## src/hw/drl_pkg.sv

```systemverilog
// Purpose: constants for the code point remark block
// Assumes: apb slave with 32-bit data, four switch ports
// Notes: table bases are word aligned windows
package drl_pkg;
	localparam int NPORT = 4;
	localparam int PW = 2;
	localparam int CPW = 6;
	localparam int QW = 3;
	localparam int DW = 1;
	localparam int MW = 2;
	localparam int NCP = 64;
	localparam int NMAP = 16;
	localparam int CNTW = 16;
	localparam logic [11:0] OFF_POLICY = 12'h000;
	localparam logic [11:0] OFF_EGR_ENA = 12'h004;
	localparam logic [11:0] OFF_REMAP_ENA = 12'h008;
	localparam logic [11:0] OFF_COUNT = 12'h00c;
	localparam logic [11:0] OFF_CP_BASE = 12'h100;
	localparam logic [11:0] OFF_MAP_BASE = 12'h200;
	localparam logic [11:0] OFF_MAP_END = 12'h240;
	localparam logic [11:0] OFF_CP_END = 12'h200;
	localparam int CP_ENA_BIT = 0;
	localparam int CP_REMAP_LSB = 8;
	localparam int TOS_DSCP_LSB = 2;
	localparam logic [MW-1:0] MODE_OFF = 2'h0;
	localparam logic [MW-1:0] MODE_ZERO = 2'h1;
	localparam logic [MW-1:0] MODE_SEL = 2'h2;
	localparam logic [MW-1:0] MODE_ALL = 2'h3;
	localparam logic [NPORT*MW-1:0] RST_POLICY = 8'h00;
	localparam logic [NPORT-1:0] RST_EGR_ENA = 4'h0;
	localparam logic [CPW-1:0] RST_CP = 6'h00;
endpackage : drl_pkg

```

## src/hw/drl_remark.sv

```systemverilog
// Purpose: per frame code point remark decision and egress rewrite
// Assumes: one frame descriptor per cycle at most, apb register access
// Notes: two stage pipe, ingress decision then egress write
//
// The register addresses and register access over APB were chosen for this implementation.
`timescale 1ns/1ps
//Contract
//[RQ1] The code point is handled as a six-bit field.
//[RQ2] Each ingress port has its own two-bit remark mode.
//[RQ3] Mode 0x0 never changes the received code point. The code still remarks a frame with a classifier hit and override flag.
//[RQ4] Mode 0x1 selects a frame only when its code point is zero.
//[RQ5] Mode 0x2 selects a frame only when its code point's enable bit is set.
//[RQ6] Mode 0x3 selects every frame from the port.
//[RQ7] A selected frame gets its new value from a table indexed by drop level and class.
//[RQ8] A classifier hit with the override flag replaces the table value.
//[RQ9] Decision and value are made at ingress and carried to the egress stage.
//[RQ10] Egress writes the value only if that egress port's rewrite enable is set.
//[RQ11] Egress may translate the value through a global remap table first.
//[RQ12] Any IPv4 code point change updates the header checksum.
//[RQ13] Table and override values get the same egress enable and remap handling.
//[RQ14] Frames with no IP header pass without any change.
module drl_remark
	import drl_pkg::*;
(
	input wire logic pclk,
	input wire logic presetn,
	input wire logic psel,
	input wire logic penable,
	input wire logic pwrite,
	input wire logic [11:0] paddr,
	input wire logic [31:0] pwdata,
	output logic [31:0] prdata,
	output logic pready,
	output logic pslverr,
	input wire logic in_valid,
	input wire logic [1:0] in_igr_port,
	input wire logic [1:0] in_egr_port,
	input wire logic in_is_ip,
	input wire logic in_is_ipv4,
	input wire logic [CPW-1:0] in_dscp,
	input wire logic [QW-1:0] in_qos,
	input wire logic [DW-1:0] in_dp,
	input wire logic in_cls_hit,
	input wire logic in_cls_ovr,
	input wire logic [CPW-1:0] in_cls_dscp,
	input wire logic [15:0] in_hdr_word,
	input wire logic [15:0] in_csum,
	output logic out_valid,
	output logic out_write,
	output logic [15:0] out_hdr_word,
	output logic [15:0] out_csum
);
	function automatic logic [15:0] drl_oc_add(input logic [15:0] a, input logic [15:0] b);
		logic [16:0] s;
		s = {1'b0, a} + {1'b0, b};
		return s[15:0] + {15'h0000, s[16]};
	endfunction : drl_oc_add

	logic [NPORT*MW-1:0] policy_r;
	logic [NPORT-1:0] egr_ena_r;
	logic remap_ena_r;
	logic [CNTW-1:0] count_r;
	logic cp_ena_r [NCP];
	logic [CPW-1:0] remap_r [NCP];
	logic [CPW-1:0] map_r [NMAP];
	logic a_valid_r;
	logic a_remark_r;
	logic [CPW-1:0] a_val_r;
	logic [1:0] a_port_r;
	logic a_ipv4_r;
	logic [15:0] a_hdr_r;
	logic [15:0] a_csum_r;

	// apb decode
	wire setup = psel & ~penable;
	wire wr_en = psel & penable & pready & pwrite;
	wire [11:0] cp_off = paddr - OFF_CP_BASE;
	wire [11:0] map_off = paddr - OFF_MAP_BASE;
	wire [5:0] cp_idx = cp_off[7:2];
	wire [3:0] map_idx = map_off[5:2];
	wire hit_pol = paddr == OFF_POLICY;
	wire hit_egr = paddr == OFF_EGR_ENA;
	wire hit_rmp = paddr == OFF_REMAP_ENA;
	wire hit_cnt = paddr == OFF_COUNT;
	wire hit_cp = paddr >= OFF_CP_BASE && paddr < OFF_CP_END && paddr[1:0] == 2'h0;
	wire hit_map = paddr >= OFF_MAP_BASE && paddr < OFF_MAP_END && paddr[1:0] == 2'h0;
	wire hit_any = hit_pol | hit_egr | hit_rmp | hit_cnt | hit_cp | hit_map;
	logic [31:0] rd_mux;
	always_comb
	begin
		rd_mux = 32'h00000000;
		if (hit_pol)
			rd_mux[NPORT*MW-1:0] = policy_r;
		else if (hit_egr)
			rd_mux[NPORT-1:0] = egr_ena_r;
		else if (hit_rmp)
			rd_mux[0] = remap_ena_r;
		else if (hit_cnt)
			rd_mux[CNTW-1:0] = count_r;
		else if (hit_cp)
		begin
			rd_mux[CP_ENA_BIT] = cp_ena_r[cp_idx];
			rd_mux[CP_REMAP_LSB +: CPW] = remap_r[cp_idx];
		end
		else if (hit_map)
			rd_mux[CPW-1:0] = map_r[map_idx];
	end

	// answer one cycle after setup, so pready is a clean flop
	always_ff @(posedge pclk or negedge presetn)
	begin
		if (!presetn)
		begin
			pready <= 1'b0;
			pslverr <= 1'b0;
			prdata <= 32'h00000000;
		end
		else
		begin
			pready <= setup;
			pslverr <= setup & ~hit_any;
			prdata <= setup ? rd_mux : 32'h00000000;
		end
	end

	always_ff @(posedge pclk or negedge presetn)
	begin
		if (!presetn)
		begin
			policy_r <= RST_POLICY;
			egr_ena_r <= RST_EGR_ENA;
			remap_ena_r <= 1'b0;
		end
		else if (wr_en)
		begin
			if (hit_pol)
				policy_r <= pwdata[NPORT*MW-1:0];
			if (hit_egr)
				egr_ena_r <= pwdata[NPORT-1:0];
			if (hit_rmp)
				remap_ena_r <= pwdata[0];
		end
	end

	// tables kept in flops; small enough to avoid a ram macro
	always_ff @(posedge pclk or negedge presetn)
	begin
		if (!presetn)
		begin
			for (int i = 0; i < NCP; i++)
			begin
				cp_ena_r[i] <= 1'b0;
				remap_r[i] <= RST_CP;
			end
			for (int j = 0; j < NMAP; j++)
				map_r[j] <= RST_CP;
		end
		else if (wr_en)
		begin
			if (hit_cp)
			begin
				cp_ena_r[cp_idx] <= pwdata[CP_ENA_BIT];
				remap_r[cp_idx] <= pwdata[CP_REMAP_LSB +: CPW];
			end
			if (hit_map)
				map_r[map_idx] <= pwdata[CPW-1:0];
		end
	end

	// ingress decision
	wire [MW-1:0] mode = policy_r[in_igr_port*MW +: MW]; // [RQ2]
	wire sel_zero = mode == MODE_ZERO && in_dscp == RST_CP; // [RQ4]
	wire sel_en = mode == MODE_SEL && cp_ena_r[in_dscp]; // [RQ5]
	wire sel_all = mode == MODE_ALL; // [RQ6]
	// mode off selects nothing; non ip frames are never selected
	wire sel = in_is_ip & (sel_zero | sel_en | sel_all); // [RQ3] [RQ14]
	wire use_ovr = in_is_ip & in_cls_hit & in_cls_ovr;
	wire [CPW-1:0] tbl_val = map_r[{in_dp, in_qos}]; // [RQ7]
	wire [CPW-1:0] new_val = use_ovr ? in_cls_dscp : tbl_val; // [RQ8]

	always_ff @(posedge pclk or negedge presetn)
	begin
		if (!presetn)
		begin
			a_valid_r <= 1'b0;
			a_remark_r <= 1'b0;
			a_val_r <= RST_CP;
			a_port_r <= 2'h0;
			a_ipv4_r <= 1'b0;
			a_hdr_r <= 16'h0000;
			a_csum_r <= 16'h0000;
		end
		else
		begin
			a_valid_r <= in_valid;
			a_remark_r <= in_valid & (sel | use_ovr); // [RQ9]
			a_val_r <= new_val; // [RQ9]
			a_port_r <= in_egr_port;
			a_ipv4_r <= in_is_ipv4 & in_is_ip;
			a_hdr_r <= in_hdr_word;
			a_csum_r <= in_csum;
		end
	end

	// egress rewrite, same path for table and override values
	wire eg_write = a_valid_r & a_remark_r & egr_ena_r[a_port_r]; // [RQ10] [RQ13]
	wire [CPW-1:0] eg_val = remap_ena_r ? remap_r[a_val_r] : a_val_r; // [RQ11] [RQ13]
	wire [15:0] new_hdr = {a_hdr_r[15:8], eg_val, a_hdr_r[TOS_DSCP_LSB-1:0]}; // [RQ1]
	// incremental update: ~(~hc + ~m + m')
	wire [15:0] csum_upd = ~drl_oc_add(drl_oc_add(~a_csum_r, ~a_hdr_r), new_hdr); // [RQ12]

	always_ff @(posedge pclk or negedge presetn)
	begin
		if (!presetn)
		begin
			out_valid <= 1'b0;
			out_write <= 1'b0;
			out_hdr_word <= 16'h0000;
			out_csum <= 16'h0000;
			count_r <= '0;
		end
		else
		begin
			out_valid <= a_valid_r;
			out_write <= eg_write;
			out_hdr_word <= eg_write ? new_hdr : a_hdr_r;
			out_csum <= (eg_write & a_ipv4_r) ? csum_upd : a_csum_r; // [RQ12]
			if (eg_write)
				count_r <= count_r + 1'b1;
		end
	end

	property p_mode_off;
		@(posedge pclk) disable iff (!presetn)
		in_valid && mode == MODE_OFF && !use_ovr |=> !a_remark_r;
	endproperty
	a_mode_off: assert property (p_mode_off) else $error("mode off remarked"); // [RQ3]

	property p_mode_zero;
		@(posedge pclk) disable iff (!presetn)
		in_valid && mode == MODE_ZERO && in_dscp != RST_CP && !use_ovr |=> !a_remark_r;
	endproperty
	a_mode_zero: assert property (p_mode_zero) else $error("nonzero selected"); // [RQ4]

	property p_mode_sel;
		@(posedge pclk) disable iff (!presetn)
		in_valid && in_is_ip && mode == MODE_SEL |=> a_remark_r == $past(cp_ena_r[in_dscp] | use_ovr);
	endproperty
	a_mode_sel: assert property (p_mode_sel) else $error("select mode wrong"); // [RQ5]

	property p_mode_all;
		@(posedge pclk) disable iff (!presetn)
		in_valid && in_is_ip && mode == MODE_ALL |=> a_remark_r && a_val_r == $past(new_val);
	endproperty
	a_mode_all: assert property (p_mode_all) else $error("all mode missed"); // [RQ6]

	property p_ovr;
		@(posedge pclk) disable iff (!presetn)
		in_valid && in_is_ip && in_cls_hit && in_cls_ovr |=> a_val_r == $past(in_cls_dscp);
	endproperty
	a_ovr: assert property (p_ovr) else $error("override lost"); // [RQ8]

	property p_egr;
		@(posedge pclk) disable iff (!presetn)
		a_valid_r && !egr_ena_r[a_port_r] |=> !out_write && out_csum == $past(a_csum_r);
	endproperty
	a_egr: assert property (p_egr) else $error("disabled port written"); // [RQ10]

	property p_nonip;
		@(posedge pclk) disable iff (!presetn)
		in_valid && !in_is_ip |-> ##2 out_valid && !out_write && out_csum == $past(in_csum, 2);
	endproperty
	a_nonip: assert property (p_nonip) else $error("non ip frame changed"); // [RQ14]

	property p_remap;
		@(posedge pclk) disable iff (!presetn)
		eg_write && remap_ena_r |=> out_hdr_word[TOS_DSCP_LSB +: CPW] == $past(remap_r[a_val_r]);
	endproperty
	a_remap: assert property (p_remap) else $error("remap not applied"); // [RQ11]

	property p_csum;
		@(posedge pclk) disable iff (!presetn)
		eg_write && a_ipv4_r |=> drl_oc_add(~out_csum, ~out_hdr_word)
			== drl_oc_add(~$past(a_csum_r), ~$past(a_hdr_r));
	endproperty
	a_csum: assert property (p_csum) else $error("checksum not updated"); // [RQ12]

	property p_latency;
		@(posedge pclk) disable iff (!presetn)
		in_valid |-> ##2 out_valid;
	endproperty
	a_latency: assert property (p_latency) else $error("result not two cycles later"); // [RQ9]

	property p_zero_sel;
		@(posedge pclk) disable iff (!presetn)
		in_valid && in_is_ip && mode == MODE_ZERO && in_dscp == RST_CP |=> a_remark_r;
	endproperty
	a_zero_sel: assert property (p_zero_sel) else $error("zero code point not selected"); // [RQ4]

	property p_direct;
		@(posedge pclk) disable iff (!presetn)
		eg_write && !remap_ena_r |=> out_hdr_word[TOS_DSCP_LSB +: CPW] == $past(a_val_r);
	endproperty
	a_direct: assert property (p_direct) else $error("forwarded value not written"); // [RQ13]

	property p_count;
		@(posedge pclk) disable iff (!presetn)
		eg_write |=> count_r == $past(count_r) + 1'b1;
	endproperty
	a_count: assert property (p_count) else $error("write count not advanced"); // [RQ10]
endmodule : drl_remark
```

## config.mk

```make
export PLATFORM = sky130hd
export DESIGN_NAME = drl_remark
export DESIGN_NICKNAME = d
export VERILOG_FILES = /design/src/hw/drl_pkg.sv /design/src/hw/drl_remark.sv
export SDC_FILE = /design/constraint.sdc
export NUM_CORES = 1
export LEC_CHECK = 0
export BUFFER_PORTS_ARGS = -buffer_cell sky130_fd_sc_hd__buf_2
export CORE_UTILIZATION = 55
export DETAILED_ROUTE_END_ITERATION = 10
export PLACE_DENSITY_LB_ADDON = 0.25
export SYNTH_ARGS = -nofsm -noshare
export SYNTH_HDL_FRONTEND = slang
export SYNTH_SLANG_ARGS = --single-unit
```

## constraint.sdc

```tcl
create_clock -name pclk -period 20.5 [get_ports pclk]
set_input_delay 5.125 -clock pclk [delete_from_list [all_inputs] [get_ports pclk]]
set_output_delay 5.125 -clock pclk [all_outputs]
set_load 0.05 [all_outputs]
```

Word level (Yosys, flattened, before mapping):

Index checks and enable logic that the tools add are counted.
Widths: inputs -> output; s select.

* flip-flop bits (word level): 668
* bits of input ports: 106
* output and inout bits: 68
* logic and storage cells: 288

* $add $sub $neg: 7
* $lt $le $gt $ge: 12
* eq/ne operators: 6
* shift-type cells: 1
* muxes and demuxes: 53
* bitwise gates (word level): 31
* reductions and logical operators: 16

Operator list (number)
* $bwmux 384: 1
* $mux 6: 21
* $bwmux 96: 1
* $bmux 6 s6: 2
* $bwmux 64: 1
* $bmux 6 s4: 2
* $not 16->16: 3
* $demux 6 s6: 1
* $add 16x16->17: 2
* $add 16x1->16: 2
* $mux 16: 2
* $demux 6 s4: 1
* $eq 12x4->1 const B: 2
* $lt 12x10->1 const B: 2
* $mux 8: 3
* $ge 7x7->1 const B: 3
* $not 6->7: 3
* $add 16x1->16 const B: 1
* $mux 15: 1
* $and 1x1->1: 13
* $bmux 1 s6: 2
* $eq 12x3->1 const B: 1
* $ge 12x10->1 const B: 1
* $ge 12x9->1 const B: 1
* other kinds (24): 54

Longest topological paths before layout:

Gate-level depths: netlist of run 1.

* depth after elaboration: 17
* depth in mapped cells: 36
* gate-level depth less buffers: 36

Least setup slack after synthesis of run 1:

Ideal clock, no wire load.

* path kind: in2reg
* from: input port paddr[2]
* to: register prdata[8]
* library setup time: 0.126 ns
* arrival time: 7.309 ns
* setup slack: 13.065 ns
* cell stages on the path: 7
* buffers on the path: 2
* cell sequence: buf_2 buf_2 mux4_2 mux4_2 mux4_2 a22oi_1 nor2_1

* cells in the longest elaborated chain, start to end: 11
* elaborated cells on any way between the ends: 19

RTL lines
* start: declaration: RTL line drl_remark.sv:30 `input wire logic [11:0] paddr,`
* $sub 8x1->8: RTL line drl_remark.sv:77 `wire [11:0] cp_off = paddr - OFF_CP_BASE;`
* $not 6->7 (implied by the code): RTL line drl_remark.sv:103 `rd_mux[CP_REMAP_LSB +: CPW] = remap_r[cp_idx];`
* $bmux 6 s6: RTL line drl_remark.sv:103
* $mux 6 (implied by the code) (2 in a row): RTL line drl_remark.sv:103
* $mux 6: RTL line drl_remark.sv:100 `else if (hit_cp)`
* $mux 6: RTL line drl_remark.sv:98 `else if (hit_cnt)`
* $mux 15: RTL line drl_remark.sv:96 `else if (hit_rmp)`
* $mux 12: RTL line drl_remark.sv:94 `else if (hit_egr)`
* $mux 8 *: RTL line drl_remark.sv:92 `if (hit_pol)`
* $mux 16 *: RTL line drl_remark.sv:122 `prdata <= setup ? rd_mux : 32'h00000000;`
* end signal: assignment: RTL line drl_remark.sv:122
* end: declaration: RTL line drl_remark.sv:32 `output logic [31:0] prdata,`

Mark *: on every way between the ends. The rest lies on a longest branch, timed or not. The select of a mux whose other input is x is not followed.
A chain may end at the register's enable or synchronous reset.

Worst setup path after layout of run 1:

* from: input port paddr[3]
* to: register prdata[0]

* cells in the longest elaborated chain, start to end: 17
* elaborated cells on any way between the ends: 34

RTL lines
* $sub 6x1->6: RTL line drl_remark.sv:78 `wire [11:0] map_off = paddr - OFF_MAP_BASE;`
* $not 4->5 (implied by the code): RTL line drl_remark.sv:106 `rd_mux[CPW-1:0] = map_r[map_idx];`
* $bmux 6 s4: RTL line drl_remark.sv:106
* $mux 6 (implied by the code) (2 in a row): RTL line drl_remark.sv:106
* $mux 6: RTL line drl_remark.sv:105 `else if (hit_map)`
* $mux 6: RTL line drl_remark.sv:100
* $mux 6: RTL line drl_remark.sv:98
* $mux 6: RTL line drl_remark.sv:96
* $mux 6: RTL line drl_remark.sv:94
* $mux 6: RTL line drl_remark.sv:92
* $mux 1: RTL line drl_remark.sv:100
* $mux 6: RTL line drl_remark.sv:98
* $mux 1: RTL line drl_remark.sv:96
* $mux 4: RTL line drl_remark.sv:94
* $mux 8 *: RTL line drl_remark.sv:92
* $mux 16 *: RTL line drl_remark.sv:122

Marks and branches as above.

==> results of run 1 <==
[metrics by stage]
| stage | std cells | hold WS [ns] | cell area (µm²) |
|---|---|---|---|
| 2_1_floorplan | 2448 | 0.354 | 35900 |
| 6_report | 3406 | 0.386 | 39500 |
| 3_5_place_dp | 3276 | 0.375 | 37100 |
| 4_1_cts | 3405 | 0.389 | 39500 |
| 3_3_place_gp | 3276 | 0.365 | 37100 |
| 5_1_grt | 3406 | 0.388 | 39500 |
[worst paths after layout]
path / start / end / slack, ns / cells past startpoint
max in group asynchronous: presetn / cp_ena_r[5] / 13.55 / 3
worst max register to register: a_val_r[0] / out_csum[12] / 11.93 / 25
worst min-delay path: a_valid_r / out_valid / 0.39 / 0
worst max-delay path: paddr[3] / prdata[0] / 11.91 / 8
min in group asynchronous: presetn / remap_r[372] / 4.53 / 1
worst min register to register: a_valid_r / out_valid / 0.39 / 0
[cells in the final DEF (no fill, tap or decap), drive strengths merged, types with 7 or more instances in the layout]
cell type,Yosys,layout
nand2b,16,16
clkbuf,113,97
nand4,8,8
inv,54,59
dfrtp,668,668
buf,74,160
a31oi,8,8
mux2,571,571
conb,1,16
a21oi,34,34
nor3,22,22
a21o,11,11
xor2,22,22
o21ai,46,46
nand2,119,119
nor4,7,7
nor2,77,77
and2,7,7
or2,8,8
mux4,346,346
a22oi,13,13
nand3,16,16
clkinv,0,19
xnor2,40,40
ha,38,38
mux2i,15,15
nor2b,7,7
and3,14,14
[cells in the mapped netlist (15+ instances only)]
master and number:
sky130_fd_sc_hd__a21oi_1 33, sky130_fd_sc_hd__buf_1 17, sky130_fd_sc_hd__buf_2 26, sky130_fd_sc_hd__buf_4 28
sky130_fd_sc_hd__clkbuf_1 113, sky130_fd_sc_hd__dfrtp_1 668, sky130_fd_sc_hd__ha_1 38, sky130_fd_sc_hd__inv_1 54
sky130_fd_sc_hd__mux2_2 570, sky130_fd_sc_hd__mux2i_1 15, sky130_fd_sc_hd__mux4_2 346, sky130_fd_sc_hd__nand2_1 119
sky130_fd_sc_hd__nand2b_1 16, sky130_fd_sc_hd__nand3_1 15, sky130_fd_sc_hd__nor2_1 70, sky130_fd_sc_hd__nor3_1 21
sky130_fd_sc_hd__o21ai_0 41, sky130_fd_sc_hd__xnor2_1 40, sky130_fd_sc_hd__xor2_1 22
[sequential cells by signal, summed over array words and instances (netlist names), 2 cells and up]
signal and flops:
remap_r 384, map_r 96, cp_ena_r 64, a_csum_r 16, a_hdr_r 16, count_r 16
out_csum 16, out_hdr_word 16, prdata 16, policy_r 8, a_val_r 6, egr_ena_r 4
a_port_r 2
[cell type report]
cell class              instances  area, µm²  share of cell area
repair buffers                160        892              0.0226
inverters                      54        203             0.00513
diodes                          1       2.50           0.0000633
multi-input cells            1539      18200               0.459
clock inverters                32        420              0.0106
well taps                     855       1070              0.0271
clock buffers                  97       2070              0.0523
flip-flops and latches        668      16700               0.423
[kinds of logic (layout without fill, tap and decap cells)]
kind of cell | Yosys count | count (layout) | share of synthesized area
multiplexers | 932 | 932 | 0.401
flip-flops | 668 | 668 | 0.466
AND/OR/NAND/NOR | 327 | 327 | 0.0443
buffers and inverters | 241 | 343 | 0.0297
AO/OA/AOI/OAI | 162 | 162 | 0.0298
XOR/XNOR | 62 | 62 | 0.0151
adder cells (fa/ha/maj) | 40 | 40 | 0.0144
other | 1 | 17 | 0.000105
[power groups by stage]
stage                     clock [mW]  sequential (mW)  combinational [mW]
after global routing            1.42             1.34               0.308
after detailed placement           0             1.36               0.281
after floorplan                    0             1.37               0.182
final                           1.35             1.34               0.281
after global placement             0             1.36               0.276
after CTS                       1.37             1.34               0.282
[layer usage]
layer,vias to the layer above,GRT usage,share of wire
met4,2,0.116,0.040
met3,217,0.0657,0.082
met1,12000,0.410,0.40
li1,9393,-,-
met5,-,0,0.00020
met2,985,0.462,0.48
[critical path: cells and delay by family]
family	cells	cell delay, ns
AO/OA/AOI/OAI	2	0.49
multiplexers	3	1.49
buffers and inverters	3	1.89
==> load_flow_metrics.sql, run 1 <==
INSERT INTO impl_metrics (metric_group, metric, value, unit) VALUES
('status', 'outcome', 'finished, final reports clean', ''),
('timing', 'max_transition_margin', '0.146', ''),
('drt', 'drt_pre_antenna_iters', '5', ''),
('setup_path', 'cpMaxStageDelayCell', 'sky130_fd_sc_hd__buf_4', ''),
('flow_run', 'cap_violations', '0', ''),
('cells_and_area', 'finalNetCount', '2642', ''),
('floorplan', 'placeableCoreArea', '0.0645', 'mm²'),
('logic_synthesis', 'synth.ff_latch_count', '668', ''),
('clock_tree', 'cts_repair_resize_count', '0', ''),
('clock_tree', 'postCtsHoldBufs', '0', ''),
('power', 'cellLeakagePower', '18.2', 'nW'),
('logic_synthesis', 'synthDominantAreaCellType', 'sky130_fd_sc_hd__dfrtp_1', ''),
('floorplan', 'die_area', '0.0663', 'mm²'),
('clock_tree', 'insertion_delay', '0.63', 'ns'),
('setup_path', 'setup.worst_path.start_class', 'input port', ''),
('timing', 'grt_setup_unrepaired', 'no', ''),
('logic_synthesis', 'synthDominantCellAreaShare', '0.466', ''),
('power', 'power.switching_fraction', '0.255', ''),
('drt', 'finalWirelength', '96.0', 'mm'),
('grt', 'largest_net_degree_at_the_start_of_global_routing', '201', ''),
('timing', 'final.min_clock_period', '8.59', 'ns'),
('logic_synthesis', 'synthTopCellsByArea', 'sky130_fd_sc_hd__dfrtp_1, sky130_fd_sc_hd__mux4_2, sky130_fd_sc_hd__mux2_2', ''),
('power', 'ir_worst_vdd', '0.0653', 'mV'),
('power', 'p_sw', '758', 'µW'),
('min_path', 'timing.hold.worst.class', 'reg -> reg', ''),
('setup_path', 'path_common_cell', 'sky130_fd_sc_hd__mux4_2', ''),
('logic_synthesis', 'synth-edff-count', '0', ''),
('clock_tree', 'cts_setup_buffers', '0', ''),
('clock_tree', 'worst_setup_hold_path_clk_slew', '0.06', 'ns'),
('setup_path', 'required', '20.98', 'ns'),
('floorplan', 'die_h', '257', 'µm'),
('grt', 'vias_in_the_first_global_route', '23600', ''),
('timing', 'timing_max_transition_violations_final', '0', ''),
('logic_synthesis', 'postSynth.asyncResetShare', '1.00', ''),
('placed_design', 'routabilityCongestion', '0.889', ''),
('power', 'clkPwrFrac', '0.455', ''),
('drt', 'drc', '0', ''),
('placed_design', 'port-buffer-count', '139', ''),
('drt', 'drt_iter0_drc', '2245', ''),
('drt', 'avgViaCountPerCell', '6.65', ''),
('floorplan', 'ios', '174', ''),
('clock_tree', 'htree_num_levels', '3', ''),
('cells_and_area', 'post_route_cells_drive_above_1_share', '0.483', ''),
('setup_path', 'path_class', 'in -> reg', ''),
('logic_synthesis', 'synth.yosys.seq_area_share', '0.466', ''),
('drt', 'drt_antenna_net_count', '0', ''),
('logic_synthesis', 'synth_area_per_cell', '14.7', 'µm²'),
('cells_and_area', 'nFillCells', '4798', ''),
('floorplan', 'placement_rows', '93', ''),
('placed_design', 'preCtsSetupSlack', '11.26', 'ns'),
('timing', 'fmax', '116', 'MHz'),
('grt', 'track_usage', '0.297', ''),
('drt', 'routed_wire_length_per_instance', '28.2', 'µm'),
('timing', 'hold_violations', '0', ''),
('logic_synthesis', 'number_of_warnings_issued_by_yosys', '0', ''),
('floorplan', 'die_width', '257', 'µm'),
('cells_and_area', 'final_util', '0.613', ''),
('power', 'comb_power_share', '0.095', ''),
('logic_synthesis', 'syn-cell-area', '0.0359', 'mm²'),
('timing', 'final.setup.worst_slack', '11.91', 'ns'),
('placed_design', 'detailed_placer_s_ending_hpwl', '62.1', 'mm'),
('logic_synthesis', 'netlist_instances', '2433', ''),
('power', 'power_per_cell_area', '75.1', 'mW/mm²'),
('grt', 'antenna_found_initial', '2', ''),
('setup_path', 'crit_fanout', '57', ''),
('setup_path', 'crit_path_end_kind', 'flip-flop', ''),
('power', 'p_seq_frac', '0.450', ''),
('clock_tree', 'cts_tree', 'yes', ''),
('timing', 'timing.final.crit_share', '0.419', ''),
('logic_synthesis', 'ys_dominant_reg_cell', 'sky130_fd_sc_hd__dfrtp_1', ''),
('clock_tree', 'deepest_clock_path_buffer_count', '3', '');
No activity file was read; power rests on OpenSTA's default activity.
==> run 2, diff against run 1 <==
Clock period 20.5 ns to 9 ns, I/O delays scaled along.
==> run 2 against run 1 <==
Effect of this change: sequential share of layout area about the same; core utilization about the same; clock skew up 0.0098 ns; sequential power up 130%; global-route usage down 0.14 points; power up 130%; count of clock-buffer cells in the layout up 12; die area unchanged; clock power up 120%; hold slack about the same; worst setup slack worse by 11 ns; design area about the same; critical endpoint is now out_csum[12]; largest cell class unchanged.
==> load_flow_metrics.sql, run 2 (synthesized netlist as in run 1, its figures left out) <==
INSERT INTO impl_metrics (metric_group, metric, value, unit) VALUES
('status', 'outcome', 'finished, final reports clean', ''),
('floorplan', 'effective_utilization_at_floorplan', '0.557', ''),
('clock_tree', 'postCtsHoldBufs', '0', ''),
('clock_tree', 'clock-root-buffer', 'sky130_fd_sc_hd__clkbuf_16', ''),
('timing', 'tightest_slew', '1.32', 'ns'),
('power', 'total_power', '6.69', 'mW'),
('drt', 'drc', '0', ''),
('cells_and_area', 'footprint_of_the_multi_input_gates', '0.0182', 'mm²'),
('floorplan', 'ios', '174', ''),
('placed_design', 'detailed_placer_s_ending_hpwl', '63.0', 'mm'),
('timing', 'fmax', '123', 'MHz'),
('clock_tree', 'cts_tree', 'yes', ''),
('drt', 'highest_layer', 'met5', ''),
('drt', 'routed-via-count', '22700', ''),
('cells_and_area', 'nFillCells', '4823', ''),
('timing', 'hold_violations', '0', ''),
('cells_and_area', 'biggestRegsByFlops', 'remap_r: 384 flops, map_r: 96 flops, cp_ena_r: 64 flops', ''),
('setup_path', 'path_class', 'reg -> reg', ''),
('power', 'cellLeakagePower', '18.2', 'nW'),
('clock_tree', 'insertion_delay', '0.63', 'ns'),
('setup_path', 'cpMaxStageDelayCell', 'sky130_fd_sc_hd__or4_4', ''),
('floorplan', 'die_width', '257', 'µm'),
('setup_path', 'cpPeakStageDelay', '0.58', 'ns'),
('drt', 'drt_antenna_net_count', '0', ''),
('timing', 'timing_max_transition_violations_final', '0', ''),
('clock_tree', 'worst_setup_hold_path_clk_slew', '0.06', 'ns'),
('drt', 'drt_iter0_drc', '2024', ''),
('placed_design', 'dpl-instance-area', '0.0371', 'mm²'),
('cells_and_area', 'post_route_cells_drive_above_1_share', '0.480', ''),
('drt', 'route.met2.wl', '45.2', 'mm'),
('grt', 'antenna_found_initial', '5', ''),
('floorplan', 'placement_rows', '93', ''),
('setup_path', 'setup.worst_path.start_class', 'flip-flop', ''),
('clock_tree', 'deepest_clock_path_buffer_count', '3', ''),
('drt', 'avgViaCountPerCell', '6.67', ''),
('power', 'power_per_cell_area', '169', 'mW/mm²'),
('timing', 'timing.final.crit_share', '0.901', ''),
('placed_design', 'routabilityCongestion', '0.896', ''),
('timing', 'final.min_clock_period', '8.11', 'ns'),
('grt', 'grt.overflow.total', '0', ''),
('timing', 'clock-skew-final', '0.0283', 'ns'),
('grt', 'largest_net_degree_at_the_start_of_global_routing', '172', ''),
('cells_and_area', 'finalNetCount', '2644', ''),
('cells_and_area', 'mostFrequentLayoutCells', 'sky130_fd_sc_hd__dfrtp_1, sky130_fd_sc_hd__mux2_2, sky130_fd_sc_hd__mux4_2, sky130_fd_sc_hd__buf_2, sky130_fd_sc_hd__nand2_1', ''),
('placed_design', 'port-buffer-count', '139', ''),
('timing', 'max_transition_margin', '0.115', ''),
('setup_path', 'crit_path_end_kind', 'flip-flop', ''),
('setup_path', 'path_common_cell', 'sky130_fd_sc_hd__ha_1', ''),
('min_path', 'timing.hold.worst.class', 'reg -> reg', ''),
('drt', 'routed_wire_length_per_instance', '27.9', 'µm'),
('cells_and_area', 'largest_reg_flops', '384', ''),
('timing', 'setup-tns-final', '0', 'ns'),
('cells_and_area', 'synthToLayoutAreaGrowth', '10.2', '%'),
('drt', 'm1WireLength', '38.5', 'mm'),
('clock_tree', 'tritoncts_buffers', '73', ''),
('floorplan', 'placeableCoreArea', '0.0645', 'mm²'),
('floorplan', 'die_h', '257', 'µm'),
('cells_and_area', 'largest_register', 'remap_r', ''),
('cells_and_area', 'register_area', '0.0167', 'mm²'),
('clock_tree', 'cts_setup_buffers', '0', ''),
('timing', 'setup_viol', '0', ''),
('clock_tree', 'htree_num_levels', '3', ''),
('timing', 'grt_setup_unrepaired', 'no', ''),
('grt', 'track_usage', '0.296', ''),
('grt', 'grt_pass1_wl', '147', 'mm'),
('cells_and_area', 'final_design_area_no_fill', '0.0395', 'mm²'),
('setup_path', 'crit_fanout', '7', ''),
('drt', 'finalWirelength', '95.0', 'mm'),
('drt', 'drt_pre_antenna_iters', '5', ''),
('drt', 'met3_wirelength', '7.40', 'mm'),
('grt', 'vias_in_the_first_global_route', '23600', ''),
('setup_path', 'timing.critical_path.arrival', '8.58', 'ns'),
('clock_tree', 'cts.sinks', '668', ''),
('flow_run', 'cap_violations', '0', ''),
('power', 'ir_worst_vdd', '0.152', 'mV'),
('cells_and_area', 'layout.cells.most_common', 'sky130_fd_sc_hd__dfrtp_1', ''),
('clock_tree', 'cts_repair_resize_count', '0', ''),
('floorplan', 'die_area', '0.0663', 'mm²'),
('setup_path', 'required', '9.47', 'ns');
run 2: worst max-delay path, delay by kind of cell, from the launching register on:
family,cells,cell delay [ns]
flip-flops,1,0.41
AND/OR/NAND/NOR,11,2.79
multiplexers,1,0.29
XOR/XNOR,2,0.28
buffers and inverters,4,0.38
adder cells (fa/ha/maj),5,1.32
AO/OA/AOI/OAI,14,2.50
run 2: routing by layer:
layer  up-vias  global-route usage
li1       9404                   -
met4         6               0.116
met3       224              0.0584
met1     12100               0.416
met2       975               0.457
met5         -                   0
run 2: through the flow:
stage	util	instances	hold slack, ns	setup slack (ns)
2_1_floorplan	-	2448	0.354	2.16
3_5_place_dp	0.576	3278	0.376	0.962
6_report	0.613	3404	0.386	0.891
5_1_grt	0.613	3404	0.398	0.316
4_1_cts	0.613	3403	0.390	0.935
3_3_place_gp	0.576	3278	0.363	0.985
run 2: power by group:
part	internal (mW)	switching [mW]	leakage (nW)
Clock	1.77	1.23	1.17
Sequential	3.02	0.0188	9.17
Combinational	0.213	0.433	7.88
Total	5.01	1.68	18.2
run 2: path summary, 6_finish.rpt:
| kind | start | depth (start not counted) | to | slack [ns] |
|---|---|---|---|---|
| min reg2reg | a_valid_r | 0 | out_valid | 0.39 |
| max reg2reg | a_hdr_r[0] | 37 | out_csum[12] | 0.89 |
| min | a_valid_r | 0 | out_valid | 0.39 |
| max in group asynchronous | presetn | 2 | out_valid | 5.93 |
| max | a_hdr_r[0] | 37 | out_csum[12] | 0.89 |
| min in group asynchronous | presetn | 1 | remap_r[320] | 1.67 |
run 2: layout make-up:
class                   count  area share
diodes                      1   0.0000633
clock buffers             109      0.0553
clock inverters            16     0.00529
inverters                  54     0.00513
multi-input cells        1539       0.460
flip-flops and latches    668       0.423
well taps                 855      0.0271
repair buffers            162      0.0245
